==> src/fgcs_pkg.sv <==
// Package with constants and carrier types for the frame grab command and status bank.
`default_nettype none
package fgcs_pkg;
    // Number of camera channels: primary and secondary connector.
    localparam int unsigned NUM_CH = 2;
    // Register indices; the byte address is four times the index.
    localparam logic [5:0] IDX_CMD_REV = 6'h00;
    localparam logic [5:0] IDX_STATUS = 6'h01;
    localparam logic [5:0] IDX_CONTROL = 6'h02;
    localparam logic [5:0] IDX_IRQ_STATUS = 6'h0B;
    // Index step between the primary and secondary register sets.
    localparam logic [7:0] IDX_SECONDARY_STEP = 8'h40;
    // Byte address fields: index in [7:2], channel in [8], upper bits must be zero.
    localparam int unsigned ADDR_IDX_LSB = 2;
    localparam int unsigned ADDR_IDX_MSB = 7;
    localparam int unsigned ADDR_CH_BIT = 8;
    localparam int unsigned ADDR_TOP_LSB = 9;
    // Command bit positions.
    localparam int unsigned CMD_INTERFACE_RESET = 0;
    localparam int unsigned CMD_ARM = 1;
    localparam int unsigned CMD_CLEAR_CAPTURE_IRQ = 2;
    localparam int unsigned CMD_STOP_REPEAT = 3;
    localparam int unsigned CMD_CLEAR_FV_IRQ = 4;
    // Status bit positions.
    localparam int unsigned ST_OVERRUN = 0;
    localparam int unsigned ST_FRAME_VALID = 1;
    localparam int unsigned ST_EXPOSURE = 2;
    localparam int unsigned ST_TRIGGER_ARMED = 3;
    localparam int unsigned ST_OPTO_TRIG = 4;
    localparam int unsigned ST_CABLE_TRIG = 5;
    localparam int unsigned ST_GRAB_ARMED = 6;
    localparam int unsigned ST_CAPTURE_IP = 7;
    // Control register fields.
    localparam int unsigned CTL_HW_TRIGGER_MODE_LSB = 0;
    localparam int unsigned CTL_HW_TRIGGER_MODE_MSB = 2;
    localparam int unsigned CTL_FV_EDGE = 3;
    localparam int unsigned CTL_REARM = 4;
    localparam int unsigned CTL_CAPTURE_IRQ_EN = 7;
    localparam logic [7:0] CTL_WRITE_MASK = 8'h9F;
    localparam logic [7:0] CTL_RESET = 8'h00;
    // Interrupt status fields.
    localparam int unsigned IRQ_FV = 4;
    localparam int unsigned IRQ_CAPTURE = 5;
    // Revision nibble; the value is arbitrary.
    localparam logic [3:0] REVISION_LEVEL = 4'h1;
    // AHB transfer type bit that marks an active transfer.
    localparam int unsigned HTRANS_ACTIVE_BIT = 1;
    localparam logic [2:0] HSIZE_WORD = 3'h2;

    // Acquisition sequencer states.
    typedef enum logic [1:0] {
        ACQ_IDLE = 2'b00,
        ACQ_TRIG_WAIT = 2'b01,
        ACQ_ARMED = 2'b10,
        ACQ_CAPTURE = 2'b11
    } fgcs_acq_e;

    // Signals from one camera and its data path.
    typedef struct packed {
        logic frame_valid;
        logic opto_trig;
        logic cable_trig;
        logic pixel_valid;
        logic host_ready;
    } fgcs_cam_in_s;

    // Signals towards one camera and its data path.
    typedef struct packed {
        logic expose;
        logic capture_en;
        logic dma_abort;
    } fgcs_cam_out_s;
endpackage
`default_nettype wire

==> src/fgcs_top.sv <==
// Command, revision and status register bank with acquisition control, two channels.
// Contract
// - Command bits are pulses, never stored, except bit 3 written outside capture, held pending until capture start.
// - Reading command offset returns revision register.
// - Command bit 4 clears frame-valid flag.
// - Bit 3 clears repeat mode at capture.
// - Command bit 2 clears capture flag.
// - Command bit 1 arms acquisition.
// - Armed capture starts on frame-valid rise.
// - Leave armed at capture unless repeating.
// - Bit 0 resets interface, flags, DMA.
// - Revision in low nibble, upper zero.
// - Status bit 7 shows capture in progress.
// - Status bit 6 shows waiting for frame.
// - Status bit 5 shows cable trigger level.
// - Status bit 4 shows opto trigger level.
// - Status bit 3 shows waiting for trigger.
// - Trigger wait clears at capture unless mode bit2.
// - Status bit 2 shows expose line.
// - Status bit 1 mirrors frame-valid always.
// - Status bit 0 flags lost frame data.
// - Secondary set decoded at index plus 0x40.
// - Capture flag on capture start when enabled.
// - Frame-valid flag edge chosen by select bit.
`default_nettype none

// One camera channel: acquisition sequencer, flags and status byte.
module fgcs_channel
    import fgcs_pkg::*;
(
    input wire logic clk_i,
    input wire logic resetn_i,
    input wire logic [7:0] cmd_i,
    input wire logic ctl_we_i,
    input wire logic [7:0] ctl_wdata_i,
    input wire fgcs_cam_in_s cam_i,
    output fgcs_cam_out_s cam_o,
    output logic [7:0] status_o,
    output logic [7:0] control_o,
    output logic [7:0] irq_status_o
);
    fgcs_acq_e state_q, state_d;
    logic [7:0] ctl_q, ctl_d;
    logic trig_armed_q, trig_armed_d;
    logic expose_q, expose_d;
    logic stop_pending_q, stop_pending_d;
    logic capture_irq_q, capture_irq_d;
    logic fv_irq_q, fv_irq_d;
    logic overrun_q, overrun_d;
    logic fv_prev_q;
    logic abort_q, abort_d;
    logic fv_rise;
    logic fv_fall;
    logic trig_hit;
    logic capture_start;
    logic [2:0] hw_mode;

    assign fv_rise = cam_i.frame_valid & ~fv_prev_q;
    assign fv_fall = ~cam_i.frame_valid & fv_prev_q;
    assign hw_mode = ctl_q[CTL_HW_TRIGGER_MODE_MSB:CTL_HW_TRIGGER_MODE_LSB];
    // Mode bits 0 and 1 pick the opto and cable inputs as hardware trigger sources.
    assign trig_hit = (hw_mode[0] & cam_i.opto_trig) | (hw_mode[1] & cam_i.cable_trig);
    assign capture_start = (state_q == ACQ_ARMED) && fv_rise;

    // Sequencer, control and flag next values; interface reset overrides all but the control register.
    always_comb begin
        state_d = state_q;
        ctl_d = ctl_q;
        trig_armed_d = trig_armed_q;
        expose_d = expose_q;
        stop_pending_d = stop_pending_q;
        capture_irq_d = capture_irq_q;
        fv_irq_d = fv_irq_q;
        overrun_d = overrun_q;
        abort_d = 1'b0;
        if (ctl_we_i) begin
            ctl_d = ctl_wdata_i & CTL_WRITE_MASK;
        end
        unique case (state_q)
            ACQ_IDLE: begin
                if (cmd_i[CMD_ARM]) begin
                    if (hw_mode[1:0] != 2'b00) begin
                        state_d = ACQ_TRIG_WAIT;
                    end else begin
                        state_d = ACQ_ARMED;
                    end
                end
            end
            ACQ_TRIG_WAIT: begin
                // The trigger fires the expose line and moves on to wait for a frame.
                if (trig_hit) begin
                    state_d = ACQ_ARMED;
                    expose_d = 1'b1;
                end
            end
            ACQ_ARMED: begin
                if (capture_start) begin
                    state_d = ACQ_CAPTURE;
                end
            end
            ACQ_CAPTURE: begin
                if (fv_fall) begin
                    if (!ctl_d[CTL_REARM]) begin
                        state_d = ACQ_IDLE;
                    end else if (hw_mode[1:0] != 2'b00 && !trig_armed_q) begin
                        state_d = ACQ_TRIG_WAIT;
                    end else begin
                        state_d = ACQ_ARMED;
                    end
                end
            end
        endcase
        if (cmd_i[CMD_ARM] && hw_mode[1:0] != 2'b00) begin
            trig_armed_d = 1'b1;
        end
        if (state_q == ACQ_CAPTURE && fv_fall && ctl_d[CTL_REARM] && hw_mode[1:0] != 2'b00) begin
            trig_armed_d = 1'b1;
        end
        if (capture_start && !hw_mode[2]) begin
            trig_armed_d = 1'b0;
        end
        // The expose line stays on until the camera answers with a frame.
        if (fv_rise) begin
            expose_d = 1'b0;
        end
        if (cmd_i[CMD_STOP_REPEAT] && state_q == ACQ_CAPTURE) begin
            ctl_d[CTL_REARM] = 1'b0;
        end else if (cmd_i[CMD_STOP_REPEAT]) begin
            stop_pending_d = 1'b1;
        end
        if (capture_start && (stop_pending_q || cmd_i[CMD_STOP_REPEAT])) begin
            ctl_d[CTL_REARM] = 1'b0;
            stop_pending_d = 1'b0;
        end
        if (cmd_i[CMD_CLEAR_CAPTURE_IRQ]) begin
            capture_irq_d = 1'b0;
        end
        if (capture_start && ctl_q[CTL_CAPTURE_IRQ_EN]) begin
            capture_irq_d = 1'b1;
        end
        if (cmd_i[CMD_CLEAR_FV_IRQ]) begin
            fv_irq_d = 1'b0;
        end
        if (ctl_q[CTL_FV_EDGE] ? fv_rise : fv_fall) begin
            fv_irq_d = 1'b1;
        end
        if (state_q == ACQ_CAPTURE && cam_i.pixel_valid && !cam_i.host_ready) begin
            overrun_d = 1'b1;
        end
        if (cmd_i[CMD_INTERFACE_RESET]) begin
            state_d = ACQ_IDLE;
            trig_armed_d = 1'b0;
            expose_d = 1'b0;
            stop_pending_d = 1'b0;
            capture_irq_d = 1'b0;
            fv_irq_d = 1'b0;
            overrun_d = 1'b0;
            abort_d = 1'b1;
        end
    end

    // Channel state registers.
    always_ff @(posedge clk_i or negedge resetn_i) begin
        if (!resetn_i) begin
            state_q <= ACQ_IDLE;
            ctl_q <= CTL_RESET;
            trig_armed_q <= 1'b0;
            expose_q <= 1'b0;
            stop_pending_q <= 1'b0;
            capture_irq_q <= 1'b0;
            fv_irq_q <= 1'b0;
            overrun_q <= 1'b0;
            fv_prev_q <= 1'b0;
            abort_q <= 1'b0;
        end else begin
            state_q <= state_d;
            ctl_q <= ctl_d;
            trig_armed_q <= trig_armed_d;
            expose_q <= expose_d;
            stop_pending_q <= stop_pending_d;
            capture_irq_q <= capture_irq_d;
            fv_irq_q <= fv_irq_d;
            overrun_q <= overrun_d;
            fv_prev_q <= cam_i.frame_valid;
            abort_q <= abort_d;
        end
    end

    // Status byte assembly; trigger levels and frame-valid are shown live.
    always_comb begin
        status_o = 8'h00;
        status_o[ST_CAPTURE_IP] = (state_q == ACQ_CAPTURE);
        status_o[ST_GRAB_ARMED] = (state_q == ACQ_ARMED) ||
            (state_q == ACQ_CAPTURE && ctl_q[CTL_REARM]);
        status_o[ST_CABLE_TRIG] = cam_i.cable_trig;
        status_o[ST_OPTO_TRIG] = cam_i.opto_trig;
        status_o[ST_TRIGGER_ARMED] = trig_armed_q;
        status_o[ST_EXPOSURE] = expose_q;
        status_o[ST_FRAME_VALID] = cam_i.frame_valid;
        status_o[ST_OVERRUN] = overrun_q;
    end

    // Flag register view and camera-side outputs.
    always_comb begin
        irq_status_o = 8'h00;
        irq_status_o[IRQ_CAPTURE] = capture_irq_q;
        irq_status_o[IRQ_FV] = fv_irq_q;
        control_o = ctl_q;
        cam_o.expose = expose_q;
        cam_o.capture_en = (state_q == ACQ_CAPTURE);
        cam_o.dma_abort = abort_q;
    end
endmodule

// AHB-Lite slave with a zero-wait answer and one register set per channel.
module fgcs_top
    import fgcs_pkg::*;
(
    input wire logic clk_i,
    input wire logic resetn_i,
    input wire logic hsel_i,
    input wire logic [31:0] haddr_i,
    input wire logic [1:0] htrans_i,
    input wire logic hwrite_i,
    input wire logic [2:0] hsize_i,
    input wire logic [31:0] hwdata_i,
    input wire logic hready_i,
    output logic [31:0] hrdata_o,
    output logic hreadyout_o,
    output logic hresp_o,
    input wire fgcs_cam_in_s [NUM_CH-1:0] cam_i,
    output fgcs_cam_out_s [NUM_CH-1:0] cam_o
);
    logic wr_pend_q, wr_pend_d;
    logic [5:0] wr_idx_q, wr_idx_d;
    logic wr_ch_q, wr_ch_d;
    logic [31:0] rdata_q, rdata_d;
    logic access;
    logic mapped;
    logic [5:0] a_idx;
    logic a_ch;
    logic [7:0] status [NUM_CH];
    logic [7:0] control [NUM_CH];
    logic [7:0] irq_status [NUM_CH];
    logic [7:0] cmd [NUM_CH];
    logic ctl_we [NUM_CH];

    // Address phase decode; odd sizes are treated like word transfers.
    assign access = hsel_i && htrans_i[HTRANS_ACTIVE_BIT] && hready_i;
    assign a_idx = haddr_i[ADDR_IDX_MSB:ADDR_IDX_LSB];
    // secondary set one index step up
    assign a_ch = haddr_i[ADDR_CH_BIT];
    assign mapped = (haddr_i[31:ADDR_TOP_LSB] == 23'h00_0000) &&
        (haddr_i[ADDR_IDX_LSB-1:0] == 2'b00);

    // Capture writes for the data phase and prepare read data one cycle early.
    always_comb begin
        wr_pend_d = 1'b0;
        wr_idx_d = wr_idx_q;
        wr_ch_d = wr_ch_q;
        rdata_d = 32'h0000_0000;
        if (access && mapped) begin
            wr_pend_d = hwrite_i;
            wr_idx_d = a_idx;
            wr_ch_d = a_ch;
            if (!hwrite_i) begin
                unique case (a_idx)
                    IDX_CMD_REV: begin
                        rdata_d = {28'h000_0000, REVISION_LEVEL};
                    end
                    IDX_STATUS: begin
                        rdata_d = {24'h00_0000, status[a_ch]};
                    end
                    IDX_CONTROL: begin
                        rdata_d = {24'h00_0000, control[a_ch]};
                    end
                    IDX_IRQ_STATUS: begin
                        rdata_d = {24'h00_0000, irq_status[a_ch]};
                    end
                    default: begin
                        rdata_d = 32'h0000_0000;
                    end
                endcase
            end
        end
    end

    // Bus state registers.
    always_ff @(posedge clk_i or negedge resetn_i) begin
        if (!resetn_i) begin
            wr_pend_q <= 1'b0;
            wr_idx_q <= 6'h00;
            wr_ch_q <= 1'b0;
            rdata_q <= 32'h0000_0000;
        end else begin
            wr_pend_q <= wr_pend_d;
            wr_idx_q <= wr_idx_d;
            wr_ch_q <= wr_ch_d;
            rdata_q <= rdata_d;
        end
    end

    // The slave never stalls and never signals an error.
    assign hreadyout_o = 1'b1;
    assign hresp_o = 1'b0;
    assign hrdata_o = rdata_q;

    // One channel per connector; write strobes live only for the data phase cycle.
    for (genvar c = 0; c < NUM_CH; c++) begin : g_ch
        assign cmd[c] = (wr_pend_q && wr_ch_q == 1'(c) && wr_idx_q == IDX_CMD_REV) ?
            hwdata_i[7:0] : 8'h00;
        assign ctl_we[c] = wr_pend_q && wr_ch_q == 1'(c) && wr_idx_q == IDX_CONTROL;
        fgcs_channel u_channel (
            .clk_i(clk_i),
            .resetn_i(resetn_i),
            .cmd_i(cmd[c]),
            .ctl_we_i(ctl_we[c]),
            .ctl_wdata_i(hwdata_i[7:0]),
            .cam_i(cam_i[c]),
            .cam_o(cam_o[c]),
            .status_o(status[c]),
            .control_o(control[c]),
            .irq_status_o(irq_status[c])
        );
    end
endmodule
`default_nettype wire

==> config.mk <==
export PLATFORM = sky130hd
export DESIGN_NAME = fgcs_top
export DESIGN_NICKNAME = d
export VERILOG_FILES = /design/src/fgcs_pkg.sv /design/src/fgcs_top.sv
export SDC_FILE = /design/constraint.sdc
export NUM_CORES = 1
export LEC_CHECK = 0
export BUFFER_PORTS_ARGS = -buffer_cell sky130_fd_sc_hd__buf_4
export CAP_MARGIN = 20
export CORE_MARGIN = 4
export CORE_UTILIZATION = 47
export DETAILED_ROUTE_END_ITERATION = 7
export GPL_ROUTABILITY_DRIVEN = 0
export HOLD_SLACK_MARGIN = 0.08
export PLACE_DENSITY_LB_ADDON = 0.2
export SLEW_MARGIN = 20
export SYNTH_ARGS = -nofsm -noshare
export SYNTH_HDL_FRONTEND = slang
export SYNTH_SLANG_ARGS = --single-unit
==> constraint.sdc <==
create_clock -name clk_i -period 2.5 [get_ports clk_i]
set_input_delay 0 -clock clk_i [delete_from_list [all_inputs] [get_ports clk_i]]
set_output_delay 0 -clock clk_i [all_outputs]
set_load 0.01 [all_outputs]
# ---- After elaboration in Yosys (flattened, before gate mapping)
# Index checks and enable logic that the tools add are counted.
dict set report word_totals {
  register_bits 72
  latch_bits 0
  ram_bits 0
  rom_bits 0
  input_bits 84
  out_inout_bits 40
  word_cells 220
  memories 0
}
dict set report classes {
  add_sub_neg 0
  multipliers 0
  div 0
  order_cmp 1
  n_eq_ne 20
  shift 0
  mux 83
  n_bitwise 16
  n_reduce_logical 74
}
# operator n
set op_table {}
lappend op_table {{8-bit two-way mux} 10}
lappend op_table {{1-bit two-way mux} 49}
lappend op_table {{1-bit logical AND} 36}
lappend op_table {{2-bit two-way mux} 16}
lappend op_table {{8-bit one-hot mux with 4 select lines} 1}
lappend op_table {{3-bit nonzero test} 10}
lappend op_table {{3-bit by 1-bit inequality test with 1-bit output (second input constant)} 8}
lappend op_table {{23-bit zero test} 1}
lappend op_table {{5-bit two-way mux} 4}
lappend op_table {{2-bit one-hot mux with 4 select lines} 2}
lappend op_table {{6-bit by 2-bit == test with 1-bit output (second input constant)} 2}
lappend op_table {{6-bit zero test} 2}
lappend op_table {{1-bit bitwise AND} 8}
lappend op_table {{2-bit == test (second input constant)} 4}
lappend op_table {{2-bit AND reduction} 4}
lappend op_table {{4-bit AND reduction} 2}
lappend op_table {{2-bit nonzero test} 4}
lappend op_table {{4-bit nonzero test} 2}
lappend op_table {{6-bit by 1-bit == test with 1-bit output (second input constant)} 1}
lappend op_table {{6-bit by 4-bit == test with 1-bit output (second input constant)} 1}
lappend op_table {{1-bit zero test} 6}
lappend op_table {{2-bit zero test} 3}
lappend op_table {{6-bit two-way mux} 1}
lappend op_table {{3-bit by 2-bit inequality test with 1-bit output (second input constant)} 2}
lappend op_table {{6 further kinds} 15}

# ---- Logic depth before layout (Yosys ltp)
dict set report logic_depth {
  ltp_word 9
  depth_mapped 6
  depth_no_buf 6
}

# ---- Cells and area by module
# A second synthesis with hierarchy kept.
dict set report unflattened {
  hier_cells 333
  area_unflattened_um2 3130.5
}
# mod instances cells_each area_each_um2 seq_area_each_um2
set by_module_without_submodules {}
lappend by_module_without_submodules {fgcs_channel 2 92 879.6 400.4}
lappend by_module_without_submodules {fgcs_top 1 149 1371.3 400.4}

# ---- Least setup slack after synthesis
# OpenSTA, ideal clock, no wires.
dict set report synth_path {
  kind {register -> register}
  start {register wr_idx_q[0]}
  end {register g_ch[0].u_channel.state_q[1]}
  setup_time_ps 124
  arrival_time_ps 1741
  t_required_ps 2376
  path_slack_ps 635
  stages_incl_launch_ff 7
  path_cell_list {dfrtp_1 -> or4b_4 -> nor4_4 -> and2_1 -> buf_4 -> a21oi_1 -> o31a_1}
}
dict set report synth_between {
  elab_chain_cells 7
}
# element line_no
set synth_rtl {}
lappend synth_rtl {{start, declared} fgcs_top.sv:235} ;# logic [5:0] wr_idx_q, wr_idx_d;
lappend synth_rtl {{start signal, assigned} fgcs_top.sv:297} ;# wr_idx_q <= wr_idx_d;
lappend synth_rtl {{6-bit by 2-bit == test with 1-bit output} fgcs_top.sv:312} ;# assign ctl_we[c] = wr_pend_q && wr_ch_q == 1'(c) && wr_idx_q == IDX_CONTROL;
lappend synth_rtl {{1-bit logical AND} fgcs_top.sv:312}
lappend synth_rtl {{5-bit two-way mux} fgcs_top.sv:76} ;# if (ctl_we_i) begin
lappend synth_rtl {{2-bit two-way mux} fgcs_top.sv:103} ;# if (!ctl_d[CTL_REARM]) begin
lappend synth_rtl {{2-bit two-way mux} fgcs_top.sv:102} ;# if (fv_fall) begin
lappend synth_rtl {{2-bit one-hot mux with 4 select lines} fgcs_top.sv:79} ;# unique case (state_q)
lappend synth_rtl {{2-bit two-way mux} fgcs_top.sv:150} ;# if (cmd_i[CMD_INTERFACE_RESET]) begin
lappend synth_rtl {{end signal, assigned} fgcs_top.sv:176} ;# state_q <= state_d;
lappend synth_rtl {{end, declared} fgcs_top.sv:42} ;# fgcs_acq_e state_q, state_d;
# Parallel ways exist; a longest one is shown, timed or not. The select of a mux whose other input is x is not followed.
# A chain may end at the register's enable or synchronous reset.

# ---- Final worst setup path
dict set report layout_path {
  start {input port haddr_i[3]}
  end {register rdata_q[0], in the netlist hrdata_o[0]}
}
dict set report layout_between {
  elab_chain_cells 4
}
# element line_no
set layout_rtl {}
lappend layout_rtl {{start, declared} fgcs_top.sv:222} ;# input wire logic [31:0] haddr_i,
lappend layout_rtl {{6-bit by 4-bit == test with 1-bit output (tied with other cells)} fgcs_top.sv:267} ;# unique case (a_idx)
lappend layout_rtl {{8-bit one-hot mux with 4 select lines (*)} fgcs_top.sv:267}
lappend layout_rtl {{8-bit two-way mux (*)} fgcs_top.sv:266} ;# if (!hwrite_i) begin
lappend layout_rtl {{8-bit two-way mux (*)} fgcs_top.sv:262} ;# if (access && mapped) begin
lappend layout_rtl {{net rdata_d[0]} fgcs_top.sv:237} ;# logic [31:0] rdata_q, rdata_d;
lappend layout_rtl {{end signal, assigned} fgcs_top.sv:299} ;# rdata_q <= rdata_d;
lappend layout_rtl {{end, declared} fgcs_top.sv:237}
# Mark *: on every way through the listed nets, which the timed path passes. The rest lies on a longest branch.

==> run metrics <==
H-Tree Depth 2; setup violators final 0; clk buf depth 2; Power Density 494 mW/mm^2; total grt overflow 0; power share of the combinational group 0.229; YS warnings 0; remaining routing DRC violations 0; final WL 7130 um; number of global-route vias before repair 2383; DP Wirelength 5440 um; worst-path fanout max 7; Net Sw Frac 0.288; RSZ-0062 raised after global routing false; Crit. End Element register; DR vias 2399; status completed; Post-CTS Setup Bufs 0; DRT Pass-1 Iters 4; share of cells above drive strength 1 0.283; Cell Area, Synth 0.00277 sq mm; Int Pwr 1.24 mW; PostCTS Resize Cnt 0; TritonCTS Sinks 48; synth unique cells 50; hold crit path type input pin to register; Final Max Tran Viols 0; antenna violations before repair 0; effective utilization at floorplan 0.493; Clock Latency Late Sink 0.30 ns; overall die height 84.7 um; critical path arrival 2.58 ns; fin crit share 0.938; Post-synth top flop dfrtp_1; CP Launch Point haddr_i[3]; EDFF count, synth 0; CP max stage delay 0.57 ns; final antenna-violating net count 0; clock power share 0.269; Nets 444; clk_skew 0.00700 ns; final hold violations 0; worst reg2reg path startpoint wr_idx_q[0]$_DFFE_PN0P_; LEAKAGE 1.64 nW; Synth Instances 275; largest net degree at the start of global routing 49; synthesized area per cell 10.1 sq um; area grow syn2layout 26.8%; WL per Instance 16.5 um; Clock transition at path regs 0.09 ns; fraction of registers with async set/reset 1.00; CTS buffer count 5; first-pass GRT wire length 11600 um; post-synthesis sequential area ratio 0.434; Psw 0.499 mW; Slew headroom 0.563; Port Buffers 67; worst IR drop on VDD 394 uV; chip width 84.7 um; Worst Max-Slew Pin Slew 0.650 ns; Seq. cell area 0.00120 sq mm; DR iter-0 viols 180; Core Box Area 0.00561 sq mm; Clk Tree Root Cell clkbuf_8; Max Cap Violations 0; min Tclk post-route 2.34 ns; flop2flop setup slack 0.38 ns; #FFs+latches synth 48; critical path's slowest cell dlygate4sd3_1; min-delay src haddr_i[8]; Pwr Total 1.73 mW; # diodes 0; Multi-input gate area 0.00134 sq mm; gr usage total 0.201; # IOs 124; Final TNS setup 0 ns; row cnt 27; via count normalized by instance count 5.54; CP Cell Sequence dlygate4sd3_1, buf_4, a21o_1, a2111o_1, nor4_1, nand2_1, a211oi_1, dlygate4sd3_1; CTS tree built; fmax 426 MHz; worst path required time 2.73 ns; sequential power share 0.502; critical path launch point type input pin; most used cell, CP dlygate4sd3_1; filler cell count 485; Die ar. 0.00718 sq mm; kind of critical path input pin to register
critical path: cells and delay by family:
kind,cells,cell delay (ns)
buffers and inverters,3,1.27
AOI/OAI and AO/OA,3,0.79
and+or+nand+nor,2,0.52
power by group through the flow:
| stage | clock (mW) | sequential (mW) | combinational (mW) |
|---|---|---|---|
| 2_1_floorplan | 0 | 0.870 | 0.245 |
| 3_3_place_gp | 0 | 0.885 | 0.357 |
| 3_5_place_dp | 0 | 0.885 | 0.365 |
| 4_1_cts | 0.482 | 0.869 | 0.393 |
| 5_1_grt | 0.515 | 0.878 | 0.431 |
| 6_report | 0.467 | 0.871 | 0.397 |
area by class of cell:
cell class | count | share of cell area
clock buffers | 8 | 0.0257
inverters | 10 | 0.0107
multi-input cells | 203 | 0.383
well taps | 72 | 0.0257
flip-flops and latches | 48 | 0.342
repair buffers | 92 | 0.213
cells in the final DEF (no fill, tap or decap), types with 4 or more instances in the layout:
cell type,n
buf_4,70
dfrtp_1,48
conb_1,26
nor2_1,23
dlygate4sd3_1,22
mux2_2,18
nand2_1,12
a21oi_1,12
nor4_1,11
inv_1,10
a22oi_1,9
mux2i_1,8
nor3_1,7
a31oi_1,7
clkbuf_8,6
nand4_1,5
o21ai_0,5
nand3_1,4
nand2b_1,4
a22o_1,4
state kept, by name, summed over array words and instances (netlist names):
name,count
g_ch.u_channel.control_o,12
hrdata_o,8
wr_idx_q,6
g_ch.u_channel.state_q,4
g_ch.u_channel.abort_q,2
g_ch.u_channel.capture_irq_q,2
g_ch.u_channel.expose_q,2
g_ch.u_channel.fv_irq_q,2
g_ch.u_channel.fv_prev_q,2
g_ch.u_channel.overrun_q,2
g_ch.u_channel.stop_pending_q,2
g_ch.u_channel.trig_armed_q,2
wr_ch_q,1
wr_pend_q,1
stage by stage:
step	utilization	area (sq um)	std cells	hold WS [ns]	worst slack [ns]
CTS	0.626	3510	433	0.0805	0.148
floorplan	-	2860	299	-0.296	0.635
finish	0.626	3510	433	0.0950	0.155
detailed placement	0.570	3200	403	0.0570	0.389
global placement	0.570	3200	403	0.0525	0.400
global route	0.626	3510	433	0.0954	0.0626
path summary, 6_finish.rpt:
path / endpoint / cells after the start
worst max-delay path: hrdata_o[0]$_DFF_PN0_ / 8
worst min-delay path: hrdata_o[2]$_DFF_PN0_ / 2
worst max register to register: g_ch[0].u_channel.state_q[1]$_DFFE_PN0P_ / 5
worst min register to register: wr_idx_q[4]$_DFFE_PN0P_ / 1
max in group asynchronous: hrdata_o[0]$_DFF_PN0_ / 2
min in group asynchronous: g_ch[1].u_channel.abort_q$_DFF_PN0_ / 2
synth_stat cells, types with 2 or more instances:
| library cell | number | area share |
|---|---|---|
| buf_4 | 33 | 0.090 |
| nand4_1 | 5 | 0.011 |
| nor3_1 | 7 | 0.013 |
| mux2_2 | 18 | 0.073 |
| inv_1 | 10 | 0.014 |
| nand2_1 | 12 | 0.016 |
| mux2i_1 | 8 | 0.029 |
| nor2b_1 | 3 | 0.0068 |
| nand3_1 | 4 | 0.0072 |
| or2_2 | 2 | 0.0045 |
| and2_1 | 3 | 0.0068 |
| conb_1 | 2 | 0.0027 |
| nor4_1 | 11 | 0.025 |
| a22oi_1 | 9 | 0.024 |
| dfrtp_1 | 48 | 0.43 |
| and3_1 | 2 | 0.0045 |
| a211oi_1 | 3 | 0.0081 |
| nor2_1 | 23 | 0.031 |
| a21oi_1 | 12 | 0.022 |
| a22o_1 | 4 | 0.013 |
| o31a_1 | 2 | 0.0063 |
| a31oi_1 | 7 | 0.016 |
| o21ai_0 | 5 | 0.0090 |
| nor4b_1 | 3 | 0.0095 |
| a21o_1 | 3 | 0.0081 |
| nand2b_1 | 4 | 0.0090 |
| nand3b_1 | 2 | 0.0054 |
| a221oi_1 | 3 | 0.0095 |
| clkbuf_1 | 4 | 0.0054 |
| o311a_1 | 2 | 0.0072 |
| o22ai_1 | 2 | 0.0045 |
timing repair:
action / CTS / global route
hold endpoints to repair: 83 / 0
hold buffers: 22 / 0
endpoints found under the setup margin: 0 / 0
cell families (layout without fill, tap and decap cells):
group / after synthesis / count (layout) / synth area share
muxes: 26 / 26 / 0.102
and+or+nand+nor: 91 / 91 / 0.194
buffers and inverters: 48 / 110 / 0.113
AOI/OAI and AO/OA: 60 / 60 / 0.154
DFF: 48 / 48 / 0.434
other: 2 / 26 / 0.00271
layer usage:
| layer | vias up | GRT usage | routed length [um] |
|---|---|---|---|
| met4 | 0 | 0.0561 | 124 |
| li1 | 1136 | - | - |
| met5 | - | 0 | 0 |
| met1 | 1152 | 0.279 | 2910 |
| met3 | 15 | 0.0432 | 543 |
| met2 | 96 | 0.316 | 3560 |
No activity file was read; power rests on OpenSTA's default activity.
